## src/rtl/ctta_pkg.sv

```systemverilog
package ctta_pkg;
   // ***************************************************
   // register offsets (byte addresses)
   // ***************************************************
   localparam logic [7:0] CTTA_CTRL_OFS = 8'h00;
   localparam logic [7:0] CTTA_STAT_OFS = 8'h04;
   localparam logic [7:0] CTTA_CAP_OFS = 8'h08;
   localparam logic [7:0] CTTA_SCAP_OFS = 8'h0c;
   localparam logic [7:0] CTTA_CHEN_OFS = 8'h10;
   localparam logic [7:0] CTTA_MASK_OFS = 8'h14;
   localparam logic [7:0] CTTA_DONE_OFS = 8'h18;
   // ***************************************************
   // field positions
   // ***************************************************
   localparam int CTTA_CTRL_CNT_EN_BIT = 0;
   localparam int CTTA_CTRL_PULSE_EN_BIT = 1;
   localparam int CTTA_CTRL_SW_OWN_BIT = 2;
   localparam int CTTA_STAT_CAPF_BIT = 0;
   localparam int CTTA_STAT_BUSY_BIT = 1;
   // ***************************************************
   // reset values and timing
   // ***************************************************
   localparam logic [31:0] CTTA_ZERO_RST = 32'h0000_0000;
   localparam int CTTA_CLK_HZ = 100_000_000;
   localparam int CTTA_PULSE_HZ = 250_000;
   // one pulse cycle holds seven states; each state gets an eighth of it
   localparam int CTTA_STATE_CYC = CTTA_CLK_HZ / CTTA_PULSE_HZ / 8;
   localparam int CTTA_PIN_NUM = 7;
   typedef enum logic [2:0] {
      ST_IDLE, ST_DISCH, ST_DEAD1, ST_CHARGE, ST_DEAD2, ST_XFER, ST_DEAD3, ST_MEAS
   } ctta_state_e;
endpackage : ctta_pkg

```

## src/rtl/ctta_top.sv

```systemverilog
// How it works
// discharge, then loop charge..measure until threshold
// discharge drives channel and capacitor low
// charge drives channel high, capacitor floats
// transfer floats both, switches closed
// dead times and measure: all open, float
// capacitor high in measure ends acquisition
// result is the transfer count
// each group up to seven pins
// software enables one capacitor pin per group
// groups run in parallel, channels sequential
// several channels per group only specially
// software mode toggles pins by itself
// pulse generator drives pin sequence, 250 kHz
// counter captures on any group end
// capture flag, software clears before reading
// software hands switches to pulse generator
// software marks capacitor pins first
// counter enabled first, pulse generator last
// software XORs mask with pin inputs
// mask write blocks finished, restarts generator
// counter starts from zero each acquisition
`timescale 1ns/10ps
module ctta_top
   import ctta_pkg::*;
#(
   parameter int GROUPS = 2,
   parameter int CNT_W = 16
) (
   // clock and reset
   input wire logic CLK_SYS,
   input wire logic RST,
   // apb slave
   input wire logic PSEL,
   input wire logic PENABLE,
   input wire logic PWRITE,
   input wire logic [7:0] PADDR,
   input wire logic [31:0] PWDATA,
   output logic [31:0] PRDATA,
   output logic PREADY,
   output logic PSLVERR,
   // analog group pins, seven per group
   input wire logic [GROUPS*CTTA_PIN_NUM-1:0] GROUP_PIN_I,
   output logic [GROUPS*CTTA_PIN_NUM-1:0] GROUP_PIN_O,
   output logic [GROUPS*CTTA_PIN_NUM-1:0] GROUP_PIN_OE,
   output logic [GROUPS*CTTA_PIN_NUM-1:0] GROUP_PIN_SW,
   output logic [GROUPS*CTTA_PIN_NUM-1:0] GROUP_PIN_HYST_OFF,
   // compare outputs of the pulse generator
   output logic FIRST_COMPARE_OUTPUT,
   output logic SECOND_COMPARE_OUTPUT
);
   localparam int NP = GROUPS * CTTA_PIN_NUM;

   // ***************************************************
   // register map
   // ***************************************************
   // 0x00 control: bit 0 counter enable, bit 1 pulse generator enable,
   //      bit 2 software owns the pins and the sequencer stays idle
   // 0x04 status: bit 0 capture flag, write one to clear; bit 1 busy
   // 0x08 captured transfer count, read only
   // 0x0c sample capacitor pins, one bit per group pin
   // 0x10 channel enable, one bit per group pin
   // 0x14 channel mask; a write also restarts the sequence at discharge
   // 0x18 finished channels, read only; a mask write of one clears a bit
   // unmapped words read zero and ignore writes; there is no error response
   // group g owns pin bits 7g to 7g+6; bits above the pins read zero
   //
   // the bus answers with one wait state: the access edge performs the
   // transfer and raises ready, the next edge completes it
   //
   // timing: every state but idle lasts CTTA_STATE_CYC clocks; eight slots of the
   // pulse period are budgeted and seven used, so a loop of charge to measure
   // takes five slots; a limitation is that the pulse rate is fixed by the
   // package constants, not programmable
   //
   // the sequencer stops after an end of acquisition and waits for software:
   // a mask write or a fresh enable of the pulse generator starts it again,
   // so a finished channel is never acquired twice by accident

   // ***************************************************
   // elaboration checks
   // ***************************************************
   // more than four groups would not fit the 32-bit registers
   if (GROUPS < 1 || GROUPS > 4) begin : g_bad_groups
      $error("GROUPS must be 1 to 4");
   end
   // the capture register is read over a 32-bit bus
   if (CNT_W < 2 || CNT_W > 32) begin : g_bad_cnt_w
      $error("CNT_W must be 2 to 32");
   end

   logic [2:0] ctrl_reg;
   logic capf_reg;
   logic [CNT_W-1:0] cnt_reg;
   logic [CNT_W-1:0] cap_reg;
   logic [NP-1:0] scap_reg;
   logic [NP-1:0] chen_reg;
   logic [NP-1:0] mask_reg;
   logic [NP-1:0] done_reg;
   logic [31:0] prdata_reg;
   logic pready_reg;
   ctta_state_e state_reg;
   logic [15:0] tick_reg;
   logic [NP-1:0] pin_o_reg, pin_oe_reg, pin_sw_reg, pin_hy_reg;
   logic oc1_reg, oc2_reg;
   logic [NP-1:0] hit;
   logic any_end;
   logic wr_acc, rd_acc, mask_wr, tick_end;
   logic stop_reg;

   // ***************************************************
   // apb decode
   // ***************************************************
   // one wait state: pready rises in the first access cycle's edge
   assign wr_acc = PSEL && PENABLE && PWRITE && !pready_reg;
   assign rd_acc = PSEL && PENABLE && !PWRITE && !pready_reg;
   assign mask_wr = wr_acc && PADDR == CTTA_MASK_OFS;
   assign tick_end = tick_reg == 16'(CTTA_STATE_CYC - 1);

   // apb handshake
   always_ff @(posedge CLK_SYS) begin
      if (RST) begin
         pready_reg <= 1'b0;
      end else begin
         pready_reg <= PSEL && PENABLE && !pready_reg;
      end
   end

   // control and configuration registers
   always_ff @(posedge CLK_SYS) begin
      if (RST) begin
         ctrl_reg <= 3'h0;
         scap_reg <= '0;
         chen_reg <= '0;
         mask_reg <= '0;
      end else if (wr_acc) begin
         case (PADDR)
            CTTA_CTRL_OFS: ctrl_reg <= PWDATA[2:0];
            CTTA_SCAP_OFS: scap_reg <= PWDATA[NP-1:0];
            CTTA_CHEN_OFS: chen_reg <= PWDATA[NP-1:0];
            CTTA_MASK_OFS: mask_reg <= PWDATA[NP-1:0];
            default: ;
         endcase
      end
   end

   // read mux; unmapped addresses read zero with no error
   always_ff @(posedge CLK_SYS) begin
      if (RST) begin
         prdata_reg <= CTTA_ZERO_RST;
      end else if (rd_acc) begin
         case (PADDR)
            CTTA_CTRL_OFS: prdata_reg <= {29'h0, ctrl_reg};
            CTTA_STAT_OFS: prdata_reg <= {30'h0, state_reg != ST_IDLE, capf_reg};
            CTTA_CAP_OFS: prdata_reg <= 32'(cap_reg);
            CTTA_SCAP_OFS: prdata_reg <= 32'(scap_reg);
            CTTA_CHEN_OFS: prdata_reg <= 32'(chen_reg);
            CTTA_MASK_OFS: prdata_reg <= 32'(mask_reg);
            CTTA_DONE_OFS: prdata_reg <= 32'(done_reg);
            default: prdata_reg <= CTTA_ZERO_RST;
         endcase
      end
   end

   // ***************************************************
   // end of acquisition detection
   // ***************************************************
   // a capacitor pin read high during measure, on an unmasked enabled channel's group
   genvar g;
   generate
      for (g = 0; g < GROUPS; g++) begin : g_grp
         localparam int LO = g * CTTA_PIN_NUM;
         logic [CTTA_PIN_NUM-1:0] cs, ch;
         assign cs = scap_reg[LO +: CTTA_PIN_NUM];
         assign ch = chen_reg[LO +: CTTA_PIN_NUM] & ~mask_reg[LO +: CTTA_PIN_NUM];
         // groups judged independently, in parallel
         assign hit[LO +: CTTA_PIN_NUM] = (state_reg == ST_MEAS && tick_end
            && |(cs & GROUP_PIN_I[LO +: CTTA_PIN_NUM])) ? ch : '0;
      end
   endgenerate
   assign any_end = |hit;

   // finished channels, visible to software like port inputs
   always_ff @(posedge CLK_SYS) begin
      if (RST) begin
         done_reg <= '0;
      end else begin
         done_reg <= (mask_wr ? done_reg & ~PWDATA[NP-1:0] : done_reg) | hit;
      end
   end

   // ***************************************************
   // pulse generator sequencer
   // ***************************************************
   // halt after an end of acquisition; without it idle would restart at once
   // and overwrite the capture before software could collect it
   always_ff @(posedge CLK_SYS) begin
      if (RST) begin
         stop_reg <= 1'b0;
      end else if (!ctrl_reg[CTTA_CTRL_PULSE_EN_BIT] || ctrl_reg[CTTA_CTRL_SW_OWN_BIT]) begin
         stop_reg <= 1'b0;
      end else if (mask_wr) begin
         stop_reg <= 1'b0;
      end else if (state_reg == ST_MEAS && any_end) begin
         stop_reg <= 1'b1;
      end
   end

   // one state per tick; the pulse generator enable starts it
   always_ff @(posedge CLK_SYS) begin
      if (RST) begin
         state_reg <= ST_IDLE;
         tick_reg <= 16'h0;
      end else if (!ctrl_reg[CTTA_CTRL_PULSE_EN_BIT] || ctrl_reg[CTTA_CTRL_SW_OWN_BIT]) begin
         state_reg <= ST_IDLE;
         tick_reg <= 16'h0;
      end else if (mask_wr) begin
         state_reg <= ST_DISCH;
         tick_reg <= 16'h0;
      end else if (state_reg == ST_IDLE) begin
         state_reg <= stop_reg ? ST_IDLE : ST_DISCH;
         tick_reg <= 16'h0;
      end else if (!tick_end) begin
         tick_reg <= tick_reg + 16'h1;
      end else begin
         tick_reg <= 16'h0;
         case (state_reg)
            ST_DISCH: state_reg <= ST_DEAD1;
            ST_DEAD1: state_reg <= ST_CHARGE;
            ST_CHARGE: state_reg <= ST_DEAD2;
            ST_DEAD2: state_reg <= ST_XFER;
            ST_XFER: state_reg <= ST_DEAD3;
            ST_DEAD3: state_reg <= ST_MEAS;
            ST_MEAS: state_reg <= any_end ? ST_IDLE : ST_CHARGE;
            default: state_reg <= ST_IDLE;
         endcase
      end
   end

   // pin drive per state; hardware owns only enabled channels and capacitors
   // masked channels still discharge, so they start clean when unmasked;
   // they are left out of charge and transfer so they add no charge
   always_ff @(posedge CLK_SYS) begin
      if (RST) begin
         pin_o_reg <= '0;
         pin_oe_reg <= '0;
         pin_sw_reg <= '0;
         pin_hy_reg <= '0;
      end else begin
         pin_o_reg <= '0;
         pin_oe_reg <= '0;
         pin_sw_reg <= '0;
         pin_hy_reg <= scap_reg; // capacitor input always without hysteresis
         case (state_reg)
            ST_DISCH: pin_oe_reg <= chen_reg | scap_reg;
            ST_CHARGE: begin
               pin_o_reg <= chen_reg & ~mask_reg;
               pin_oe_reg <= chen_reg & ~mask_reg;
            end
            ST_XFER: pin_sw_reg <= (chen_reg & ~mask_reg) | scap_reg;
            default: ; // dead times and measure float
         endcase
      end
   end

   // compare outputs: first follows charge, second follows transfer
   always_ff @(posedge CLK_SYS) begin
      if (RST) begin
         oc1_reg <= 1'b0;
         oc2_reg <= 1'b0;
      end else begin
         oc1_reg <= state_reg == ST_CHARGE;
         oc2_reg <= state_reg == ST_XFER;
      end
   end

   // ***************************************************
   // transfer count timer
   // ***************************************************
   // counts each completed transfer; cleared on discharge so capture equals transfers
   // the count wraps silently at CNT_W bits; software must size it for the
   // slowest electrode
   always_ff @(posedge CLK_SYS) begin
      if (RST) begin
         cnt_reg <= '0;
      end else if (!ctrl_reg[CTTA_CTRL_CNT_EN_BIT] || state_reg == ST_DISCH) begin
         cnt_reg <= '0;
      end else if (state_reg == ST_XFER && tick_end) begin
         cnt_reg <= cnt_reg + 1'b1;
      end
   end

   // capture on any group end; set beats a software clear of the flag
   always_ff @(posedge CLK_SYS) begin
      if (RST) begin
         cap_reg <= '0;
         capf_reg <= 1'b0;
      end else if (any_end && ctrl_reg[CTTA_CTRL_CNT_EN_BIT]) begin
         cap_reg <= cnt_reg;
         capf_reg <= 1'b1;
      end else if (wr_acc && PADDR == CTTA_STAT_OFS && PWDATA[CTTA_STAT_CAPF_BIT]) begin
         capf_reg <= 1'b0;
      end
   end

   // ***************************************************
   // outputs
   // ***************************************************
   assign PRDATA = prdata_reg;
   assign PREADY = pready_reg;
   assign PSLVERR = 1'b0;
   assign GROUP_PIN_O = pin_o_reg;
   assign GROUP_PIN_OE = pin_oe_reg;
   assign GROUP_PIN_SW = pin_sw_reg;
   assign GROUP_PIN_HYST_OFF = pin_hy_reg;
   assign FIRST_COMPARE_OUTPUT = oc1_reg;
   assign SECOND_COMPARE_OUTPUT = oc2_reg;
endmodule : ctta_top

```

## config.mk

```make
export PLATFORM = sky130hd
export DESIGN_NAME = ctta_top
export DESIGN_NICKNAME = d
export VERILOG_FILES = /design/src/rtl/ctta_pkg.sv /design/src/rtl/ctta_top.sv
export SDC_FILE = /design/constraint.sdc
export NUM_CORES = 1
export LEC_CHECK = 0
export BUFFER_PORTS_ARGS = -buffer_cell sky130_fd_sc_hd__buf_2
export CAP_MARGIN = 20
export CORE_UTILIZATION = 47
export CTS_CLUSTER_DIAMETER = 60
export DETAILED_ROUTE_END_ITERATION = 7
export HOLD_SLACK_MARGIN = 0.06
export PLACE_DENSITY = 0.73
export SLEW_MARGIN = 20
export SYNTH_ARGS = -nofsm -noshare
export SYNTH_HDL_FRONTEND = slang
export SYNTH_SLANG_ARGS = --single-unit
```

## constraint.sdc

```tcl
create_clock -name CLK_SYS -period 3.5 [get_ports CLK_SYS]
set_input_delay 0.7 -clock CLK_SYS [delete_from_list [all_inputs] [get_ports CLK_SYS]]
set_output_delay 0.7 -clock CLK_SYS [all_outputs]
set_load 0.01 [all_outputs]
```

After elaboration in Yosys (flattened, before gate mapping)
Index checks and enable logic that the tools add are counted.

Add/subtract/negate cells: 2. Equal/unequal tests: 14. Mux-type cells: 13. Bitwise gates (word level): 15. Reductions and logical operators: 40.

Operators with widths (number): one-hot mux 16 bit (7 select lines) (1); bitwise OR 14 bit (3); adder 16 x 1 -> 16 bit (second input constant) (2); AND 14 bit (2); AND 7 bit (4); NOT 14 bit (2); one-hot mux 14 bit (2 select lines) (1); equality test 8 x 5 -> 1 bit (second input constant) (3); one-hot mux 3 bit (7 select lines) (1); equality test 16 x 6 -> 1 bit (second input constant) (1); equality test 8 x 4 -> 1 bit (second input constant) (2); logical AND 1 bit (15); two-way mux 14 bit (1); two-way mux 7 bit (2); NOT 7 bit (2); OR reduction 14 bit (1); OR reduction 7 bit (2); equality test 3 bit (second input constant) (4); equality test 8 x 3 -> 1 bit (second input constant) (1); logical NOT 8 bit (1); AND reduction 2 bit (4); OR reduction 2 bit (4); equality test 3 x 2 -> 1 bit (second input constant) (2); two-way mux 3 bit (2); other kinds (11) (21).

Register bits after elaboration: 203. Bits of input ports: 59. Output and inout bits: 92. Word-level logic and storage cells: 104.

Longest topological paths before layout
Gate-level depths: netlist (run 1).

Depth in word-level cells: 10. Depth in mapped cells: 9. Depth with buffers taken out: 7.

Worst setup path before layout (run 1)
No wires, ideal clock.

Kind: input to register. From: in PADDR[1]. To: reg scap_reg[4]. Setup time: 132 ps. Arrival: 2158 ps. Data required time: 3368 ps. Setup slack: 1209 ps. Stages: 6. Path buffers: 1. Cells stage by stage: or4_4 nor4_4 nand2_1 buf_2 nand2_1 a21oi_1.

Cells in the longest elaborated chain, start to end: 2.

Ends and longest elaborated chain: from (decl) (line ctta_top.sv:37) `input wire logic [7:0] PADDR,`; equality test 8 x 4 -> 1 bit (line ctta_top.sv:137) `case (PADDR)`; AND reduction 2 bit (no source line); to (signal assigned) (line ctta_top.sv:139) `CTTA_SCAP_OFS: scap_reg <= PWDATA[NP-1:0];`; to (decl) (line ctta_top.sv:96) `logic [NP-1:0] scap_reg;`.

Every way passes these cells. A chain may end at the register's enable or synchronous reset.

Final worst setup path (run 1)
From: in PADDR[3]. To: reg state_reg[0].

Cells in the longest elaborated chain, start to end: 3. Elaborated cells between the ends (all ways): 4. Classes of those cells: 1 x eq/ne; 1 x mux; 2 x reduce/logical.

Ends and longest elaborated chain: equality test 8 x 5 -> 1 bit * (line ctta_top.sv:117) `assign mask_wr = wr_acc && PADDR == CTTA_MASK_OFS;`; logical AND 1 bit * (line ctta_top.sv:117); nonzero test 3 bit (no source line) / two-way mux 1 bit (equally long branches); to (signal assigned) (line ctta_top.sv:221) `state_reg <= stop_reg ? ST_IDLE : ST_DISCH;`; to (signal assigned) (line ctta_top.sv:234) `ST_MEAS: state_reg <= any_end ? ST_IDLE : ST_CHARGE;`; to (decl) (line ctta_top.sv:102) `ctta_state_e state_reg;`.

Every way passes the cells marked *; elsewhere a longest branch is shown, timed or not.

==> impl.org, run 1 <==
** Logic synthesis
- Of the total synthesized cell area, the portion taken by XOR and XNOR cells is 0.0300.
- Counting every instance in the synthesized netlist gives slightly below 900.
- Synthesis instantiated 67 different standard cells from the library.
- Top-count cell post-synth :: dfxtp_1
- Of the synthesized area, sequential elements account for 0.476.
- By area, the combinational part of the netlist is dominated by simple AND/OR/NAND/NOR gates.
- Area share of the largest cell type after synthesis :: 0.476
- Dividing the synthesized area by the synthesized cell count gives ~9 sq um.
- Cell type with the highest aggregate area in the netlist :: dfxtp_1
- Count of flip-flops with a built-in enable after synthesis :: 0
- Post-synthesis compound-gate area fraction :: 0.135
- Adder and majority cell fraction of the synthesized area :: 0.00477
- Asr flop ratio synth :: 0
- Biggest area contributors in the synthesized netlist :: dfxtp_1 48%, nand2_1 5.0%, nor2_1 4.0%
- In the synthesized netlist, the cells that appear most often are 187 x dfxtp_1, 104 x nand2_1, 84 x nor2_1, 53 x a21oi_1, 48 x nand2b_1.
- Main synth FF type :: dfxtp_1
- Mapped Area :: about 8000 sq um
- Number of storage elements in the synthesis netlist :: 187
- Measured against the total synthesized area, the mux share comes to 0.0469.
- For this run, the number of Yosys warnings is 0.
- Area share of and/or/nand/nor cells after synthesis :: 0.249

** Clocking
- Clock tree synthesis found a total of ~190 sinks.
- The tree is rooted in a clkbuf_16.
- # resized after CTS :: 0
- The clock passes through at most 2 buffers.
- The H-tree was split into 4 levels.
- Clock-pin slew was measured on the worst setup and hold paths at ~70 ps.
- Buffers added to address setup during post-CTS repair amount to 0.
- At the later pin of the worst-skew pair, clock insertion delay measures between 400 and 500 ps.
- TritonCTS clock tree :: built
- Cts-stage hold buffer count :: 0
- CTS buffer count :: 17

** Setup path
- Category of the critical setup timing path :: input port to register
- The worst setup path is launched from an input port.
- CP required :: between 3000 and 4000 ps
- Crit. End Element :: register
- Of all nets on the critical path, the largest fanout is 11.
- In this run the critical register-to-register path is launched from tick_reg[0]$_SDFF_PP0_.
- Data on the critical path arrives at its endpoint at between 2000 and 3000 ps.
- Tracing the worst setup path back leads to its startpoint at PADDR[3].
- The largest single stage delay on the critical path is ~600 ps.
- Worst path slowest cell :: or4_4
- Cells along the critical path :: buf_2, or4_4, nor4_4, buf_4, a211oi_1, a41o_1, a21oi_1

** Final layout
- Area added between synthesis and finish :: 15.2%
- Fraction of final layout cells with drive strength greater than 1 :: 0.206
- Summing all multi-input logic gate instances after layout gives roughly 3700 sq um.
- Number of diodes added for antenna fixing :: 0
- Fill cells in the final layout number approximately 1500.
- Final instance area :: 9070 sq um
- Area taken by flip-flops and latches :: approximately 3700 sq um
- Cell Count, Final, Fillers Out :: 1197
- The final layout contains between 1000 and 1500 nets.

** Power
- Relative contribution of combinational cells to total power :: 0.027
- The analysis attributes to cell leakage a power of 0.00340 uW.
- Register share of total power :: 0.515
- The share of total power dissipated in the clock network is 0.458.
- Cell internal pwr :: between 3000 and 4000 uW
- Fraction of power spent switching nets :: 0.221
- For this design the ratio of total power to cell area is about 460 nW/um^2.
- Summed over all nets, the switching power comes to approximately 910 uW.
- Across the VDD grid, the largest voltage drop is approximately 0.00034 V.

** Route
- The detailed router finished its first iteration with between 500 and 600 violations.
- Via total after detailed routing :: between 6000 and 7000
- After detailed routing, the average wire length per cell comes to about 17 microns.
- For this run, design rule violations remaining after detail routing come to 0.
- Number of detailed-routing iterations run before antenna repair :: 5
- Once detail routing completed, the nets flagged for antenna violations numbered 0.
- In the routed layout, each cell is associated on average with a via count of ~5.5.
- After detailed routing, the total wire length is around 20000 microns.

** Floorplan
- The die is 131 microns tall.
- The initial utilization of the core area, before any placement, comes to 0.488.
- Die Outline Area :: ~17000 sq um
- After floorplanning, the core was sized to cover between 15000 and 20000 sq um.
- Boundary Pins :: 151
- Die span in x :: about 130 microns
- Floorplan row count :: 46

** Place
- After detailed placement, the design holds a cell count of between 1000 and 1500.
- The HPWL after detailed placement is around 14000 microns.
- Once placement finished, the instance area stood at roughly 8500 sq um.
- Port buffering added about 120 buffers.
- At the end of routability-driven placement, the weighted congestion stood at around 0.88.

** Timing
- Setup violations remaining at the end of the flow were counted as 0.
- Setup repair after global routing left no endpoint under its margin.
- For the finished layout, the period the worst path requires is around 2400 ps.
- Headroom to the max-slew limit came out at 0.434.
- Final hold violation count :: 0
- Across the routed clock network, the largest skew measured is between 15 and 20 ps.
- For this run, the top clock speed supported by timing is slightly above 400 MHz.
- The final max-slew violation count was 0.
- For the pin with the worst max-slew slack, the measured transition is 848 ps.
- In the final timing run, aggregate negative setup slack is 0 ps.
- Of the available clock period, the critical path in the final layout requires 0.698.

** Global route
- Number of antenna violations at the first check in global routing :: 0
- First-pass GRT wire length :: between 30000 and 40000 microns
- Pin count of the biggest net entering global routing :: between 80 and 90
- Across every metal layer, demand over resource in global routing totals 0.240.
- After global routing the overflow that remains totals 0.
- Vias in the first global route :: slightly above 6000

** Min path
- In this run the most critical hold path is launched from PRDATA[11]$_SDFFE_PP0P_.
- Class of the tightest hold or removal check :: register to register

** Status
- Run status :: complete, no violations

** Job
- Max-cap violations in this run came to 0.
==> worst max-delay path: cells and delay by family <==
| family | cells | cell delay, ps |
|---|---|---|
| AOI/OAI and AO/OA | 3 | 460 |
| buffers and inverters | 2 | 500 |
| and+or+nand+nor | 2 | 1150 |
==> kinds of logic after synthesis <==
logic type / after synthesis
adders and majority gates: 3
and+or+nand+nor: 380
muxes: 34
xor gates and xnor gates: 27
AOI/OAI and AO/OA: 162
other: 1
DFF: 187
buffers and inverters: 72
==> final cells by class <==
cell class,count,area share
Multi-Input combinational cell,623,0.412
Clock buffer,19,0.0478
Sequential cell,187,0.413
Timing Repair Buffer,134,0.0795
Clock inverter,12,0.0152
Tap cell,216,0.0298
Inverter,6,0.00248
==> power by group through the flow <==
| stage | clock network, uW | logic, uW | registers [uW] |
|---|---|---|---|
| 3_3_place_gp | 0 | 110 | 2180 |
| 4_1_cts | 1900 | 110 | 2130 |
| 2_1_floorplan | 0 | 78.9 | 2180 |
| 3_5_place_dp | 0 | 110 | 2180 |
| 5_1_grt | 2000 | 120 | 2130 |
| 6_report | 1890 | 112 | 2130 |
==> stage by stage <==
step	power, uW	setup slack (ps)	hold WS, ps	utilization
2_1_floorplan	2260	1210	429	-
3_3_place_gp	2290	680	439	0.527
3_5_place_dp	2290	647	442	0.527
4_1_cts	4140	1100	451	0.563
5_1_grt	4250	986	471	0.563
6_report	4130	1060	452	0.563
==> path summary, 6_finish.rpt <==
kind	to	slack (ps)	cells after the start
setup / recovery	state_reg[0]$_SDFFE_PP0P_	1060	7
hold / removal	PRDATA[11]$_SDFFE_PP0P_	450	2
setup reg to reg	cap_reg[12]$_SDFFE_PP0P_	1120	8
hold reg to reg	PRDATA[11]$_SDFFE_PP0P_	450	2
==> layer usage <==
metal / part of all wire / track usage / up-vias
met2: 0.46 / 0.384 / 278
met3: 0.071 / 0.0405 / 29
met5: 0 / 0 / -
met4: 0.015 / 0.0853 / 0
li1: - / - / 3192
met1: 0.45 / 0.325 / 3117
==> layout by cell type (no fill, tap or decap), types with 4 or more instances in the layout <==
cell / Yosys / final
nor2b_1: 31 / 31
conb_1: 1 / 17
nand3_1: 40 / 40
o21ai_0: 18 / 18
xnor2_1: 21 / 21
nor3_1: 11 / 10
or3_1: 4 / 4
nand2b_1: 48 / 48
and4_1: 6 / 6
o22ai_1: 14 / 14
a22o_2: 10 / 10
o21ai_1: 6 / 6
nand2_1: 104 / 104
buf_2: 5 / 114
xor2_1: 6 / 6
clkbuf_16: 0 / 17
inv_1: 6 / 6
mux2_2: 13 / 13
o21a_1: 17 / 17
buf_4: 21 / 20
inv_6: 0 / 5
nand3b_1: 4 / 4
dfxtp_1: 187 / 187
a22oi_1: 17 / 17
nand4_1: 6 / 6
a21oi_1: 53 / 53
a221oi_1: 12 / 12
nor4_1: 7 / 7
nor2_1: 84 / 84
mux2i_1: 20 / 20
and3_1: 11 / 11
(Power assumes the default switching activity.)
==> inputs of run 2 (changes only) <==
- ABC_AREA: not set -> 1
- clock period: 3.5 -> 2.3 ns (I/O delays scaled with it)
==> impl.org, run 2 <==
** Global route
- The maximum number of pins on one net before global-route repair came to 62 (-29%).
- The total routing usage reported by global routing is 0.244 (+0.00401).
- Vias in the first global route :: 6362 (+4.6%)
- Sum of overflow across all layers after global routing :: 0 (unchanged)
- Number of antenna violations at the first check in global routing :: 2 (+2)
- The global-route wire length before repair is 31600 microns (-3.3%).

** Final layout
- The share of post-route cells with drive strength above 1 was 0.189 (-0.0167).
- The total area of multi-input combinational cells came to 3280 sq um (-12%).
- Nets :: 1222 (+19%)
- Most frequent cells in the layout :: 203 x nand2_1, 187 x dfxtp_1, 115 x buf_2
- Area added between synthesis and finish :: 18.0%
- The sequential standard cell area was 3740 sq um (unchanged).
- The final-layout fill cell count is 1487 (+0.34%).
- The library cell used most frequently in the layout, excluding fill and tap cells, is nand2_1.

** Floorplan
- Starting Density :: 0.483 (-0.00515)
- Die span in x :: 130 microns (-1.0%)
- DIE HEIGHT :: 130 microns (-1.0%)
- The area of the core came to 15900 sq um (-1.1%).
- The count of standard-cell rows came to 46 (unchanged).
- The area of the die was 16900 sq um (-2.1%).
- The number of I/O pins was 151 (unchanged).

** Place
- The worst setup timing slack at the placement stage came to 44.9 ps (-603 ps).
- Estimated wirelength of the detail-placed design :: 14500 microns (+4.9%)
- GPL Wtd Cong :: 0.912 (+3.9%)
- Count of buffers from port buffering :: 115 (unchanged)

** Timing
- In the finished design, the share of the clock period the worst path needs comes to 0.916.
- Transition time at the pin with the least slew margin :: 683 ps (-165 ps)
- Final worst-path setup slack :: 193 ps (-864 ps)
- Normalized max-slew margin :: 0.544 (+0.110)
- Setup repair after global routing left no endpoint under its margin.
- The worst hold margin is 300 ps (-152 ps).
- The final max-slew violation count was 0 (unchanged).
- Summed negative setup slack over all endpoints :: 0 ps (unchanged)
- The setup skew after layout was 9.99 ps (-5.95 ps).
- Period minus WS final :: approximately 2100 ps
- Upper clock frequency limit :: 475 MHz
- Finish-stage setup viols :: 0 (unchanged)
- Final hold violation count :: 0 (unchanged)

** Logic synthesis
- The synthesis-stage register bit count is 187 (unchanged).
- By area the synthesized netlist is led by dfxtp_1 49%, nand2_1 9.9%, a21oi_1 7.4%.
- Per-instance average area after synthesis :: 7.41 sq um (-18%)
- The share of flip-flops with an asynchronous set or reset after synthesis came to 0 (unchanged).
- The Yosys warning count is 0 (unchanged).
- The xor/xnor cell area share of the yosys netlist came to 0.00568 (-0.0244).
- Proportion of synthesized chip area in sequential cells :: 0.486 (+0.0103)
- Main synth FF type :: dfxtp_1
- Mux contribution to synthesized area :: 0 (-0.0469)
- Count of flip-flops with a built-in enable after synthesis :: 0 (unchanged)
- The cell count after synthesis was 1040 (+20%).
- The adder-cell share of the synthesized area was 0.00487 (+0.000103).
- The netlist area before placement came to 7700 sq um (-2.1%).
- Area share of and/or/nand/nor cells after synthesis :: 0.237 (-0.0118)
- Number of distinct standard cells referenced by the synthesized netlist :: 39 (-42%)
- The share of Yosys cell area claimed by the top area cell type was 0.486 (+0.0103).
- By area, the combinational part of the netlist is dominated by simple AND/OR/NAND/NOR gates.
- The complex-gate fraction of the synthesized area was 0.166 (+0.0307).
- Top-count cell post-synth :: nand2_1
- Commonest cells post-synth :: 203 x nand2_1, 187 x dfxtp_1, 114 x a21oi_1, 111 x nor2_1, 107 x inv_1
- dfxtp_1 takes more of the synthesized area than any other cell.

** Route
- Total length of routed wires :: 20000 microns (-1.7%)
- Via total after detailed routing :: 7119 (+7.6%)
- Count of nets left with antenna violations after detail routing :: 0 (unchanged)
- Number of detailed-routing iterations run before antenna repair :: 6 (+1)
- Ratio of routed vias to standard cells :: 5.12 (-7.4%)
- Post-detailed-route DRC marker count :: 0 (unchanged)
- The average wire length per cell after detail routing was 14.4 microns (-15%).
- The DRC violation total after the first TritonRoute iteration came to 684 (+21%).

** Clocking
- CTS buffer count :: 17 (unchanged)
- The clock transition at the registers of the reported paths was 70 ps (about the same).
- Number of H-tree levels :: 4 (unchanged)
- Maximum number of buffers from clock root to sink :: 2 (unchanged)
- The number of buffers inserted to repair setup after CTS came to 0 (unchanged).
- TritonCTS clock tree :: built
- The clock insertion delay at the later pin of the skew report was 430 ps (about the same).
- Number of sinks on the clock net :: 187 (unchanged)
- The cell sitting at the root of the clock tree is a clkbuf_16.

** Setup path
- The data arrival time of the critical path was 2430 ps (-380 ps).
- By startpoint and endpoint, the worst setup path is classified as register to register.
- STA classifies the critical path startpoint as a register.
- STA classifies the critical path endpoint as a register.
- Maximum fanout count along the critical path :: 16 (+5)
- The worst endpoint required time is 2630 ps (-1240 ps).

** Power
- Switching power :: 1450 uW (+58%)
- Total power divided by cell area :: 677 nW/um^2 (+48%)
- The register share of total power is 0.526 (+0.011).
- The internal cell power came to 4710 uW (+46%).
- The combinational cell fraction of total power was 0.025 (-0.002).
- Part of the power in the clock network :: 0.449 (-0.009)
- Leakage :: 0.00373 uW (+9.8%)
- The proportion of total power due to net switching is 0.235 (+0.0141).
- The worst supply voltage drop on vdd is 0.000514 V (+51%).

** Job
- The max-capacitance violation count was 0 (unchanged).

** Status
- The run finished with clean final reports.

** Min path
- The worst hold path belongs to the class input port to register.
[run 2: cell count changes after synthesis, sizes merged, moves of 17 or more]
cell,previous run,this run
nand2b,48,0
o21ai,24,90
a22oi,17,0
mux2i,20,0
nand2,104,207
a21oi,53,114
nor2b,31,0
inv,6,123
xnor2,21,0
nor2,84,133
[run 2: power groups by stage]
stage | logic (uW) | clock network [uW] | registers, uW
finish | 153 | 2760 | 3240
global route | 168 | 2950 | 3240
CTS | 150 | 2800 | 3240
detailed placement | 150 | 0 | 3310
global placement | 150 | 0 | 3310
floorplan | 100 | 0 | 3320
[run 2: path summary, 6_finish.rpt]
path	from	end	slack, ps	cells past startpoint
worst max-delay path	tick_reg[1]$_SDFF_PP0_	cap_reg[5]$_SDFFE_PP0P_	190	13
worst min-delay path	PWDATA[8]	chen_reg[8]$_SDFFE_PP0P_	300	3
worst max register to register	tick_reg[1]$_SDFF_PP0_	cap_reg[5]$_SDFFE_PP0P_	190	13
worst min register to register	mask_reg[10]$_SDFFE_PP0P_	mask_reg[10]$_SDFFE_PP0P_	460	2
[run 2: timing repair]
item,in CTS,in global routing
endpoints found under the setup margin,0,19
gates resized for setup,0,7
endpoints found under the hold margin,0,0
hold buffers,0,0
[run 2: through the flow]
step | instance area [sq um] | util | total power, uW | instances
floorplan | 7760 | - | 3420 | 1056
global placement | 8510 | 0.534 | 3460 | 1357
detailed placement | 8510 | 0.534 | 3460 | 1357
CTS | 9060 | 0.568 | 6190 | 1389
global route | 9090 | 0.570 | 6360 | 1390
finish | 9090 | 0.570 | 6150 | 1391
[run 2: per-layer routing]
metal / wire length, microns / track usage / vias up
met5: 0 / 0 / -
met4: 546 / 0.108 / 0
met1: 8610 / 0.304 / 3224
met2: 9660 / 0.408 / 252
li1: - / - / 3608
met3: 1210 / 0.0480 / 35
[run 2: cell families after synthesis]
group / count (synthesis)
flip-flops: 187
other: 1
XOR/XNOR: 5
adder cells (fa/ha/maj): 3
AO/OA/AOI/OAI: 241
AND/OR/NAND/NOR: 424
buffers and inverters: 179
[run 2: cell type report]
class                   instances  share of cell area
well taps                     216              0.0297
clock inverters                15              0.0144
multi-input cells             690               0.361
flip-flops and latches        187               0.412
repair buffers                138              0.0837
inverters                     126              0.0526
diodes                          2            0.000550
clock buffers                  17              0.0468
[run 2: critical path: stages, from the launching register on]
cell and delay (ps):
dfxtp_1 330, inv_1 60, ha_1 180, nand4_1 110
nor2_1 140, nand3_1 230, nor2_2 240, nand2_1 130
nand3_1 100, nor2_1 70, nand2_4 160, nand3_1 120
nand2_1 90, nor2_2 30
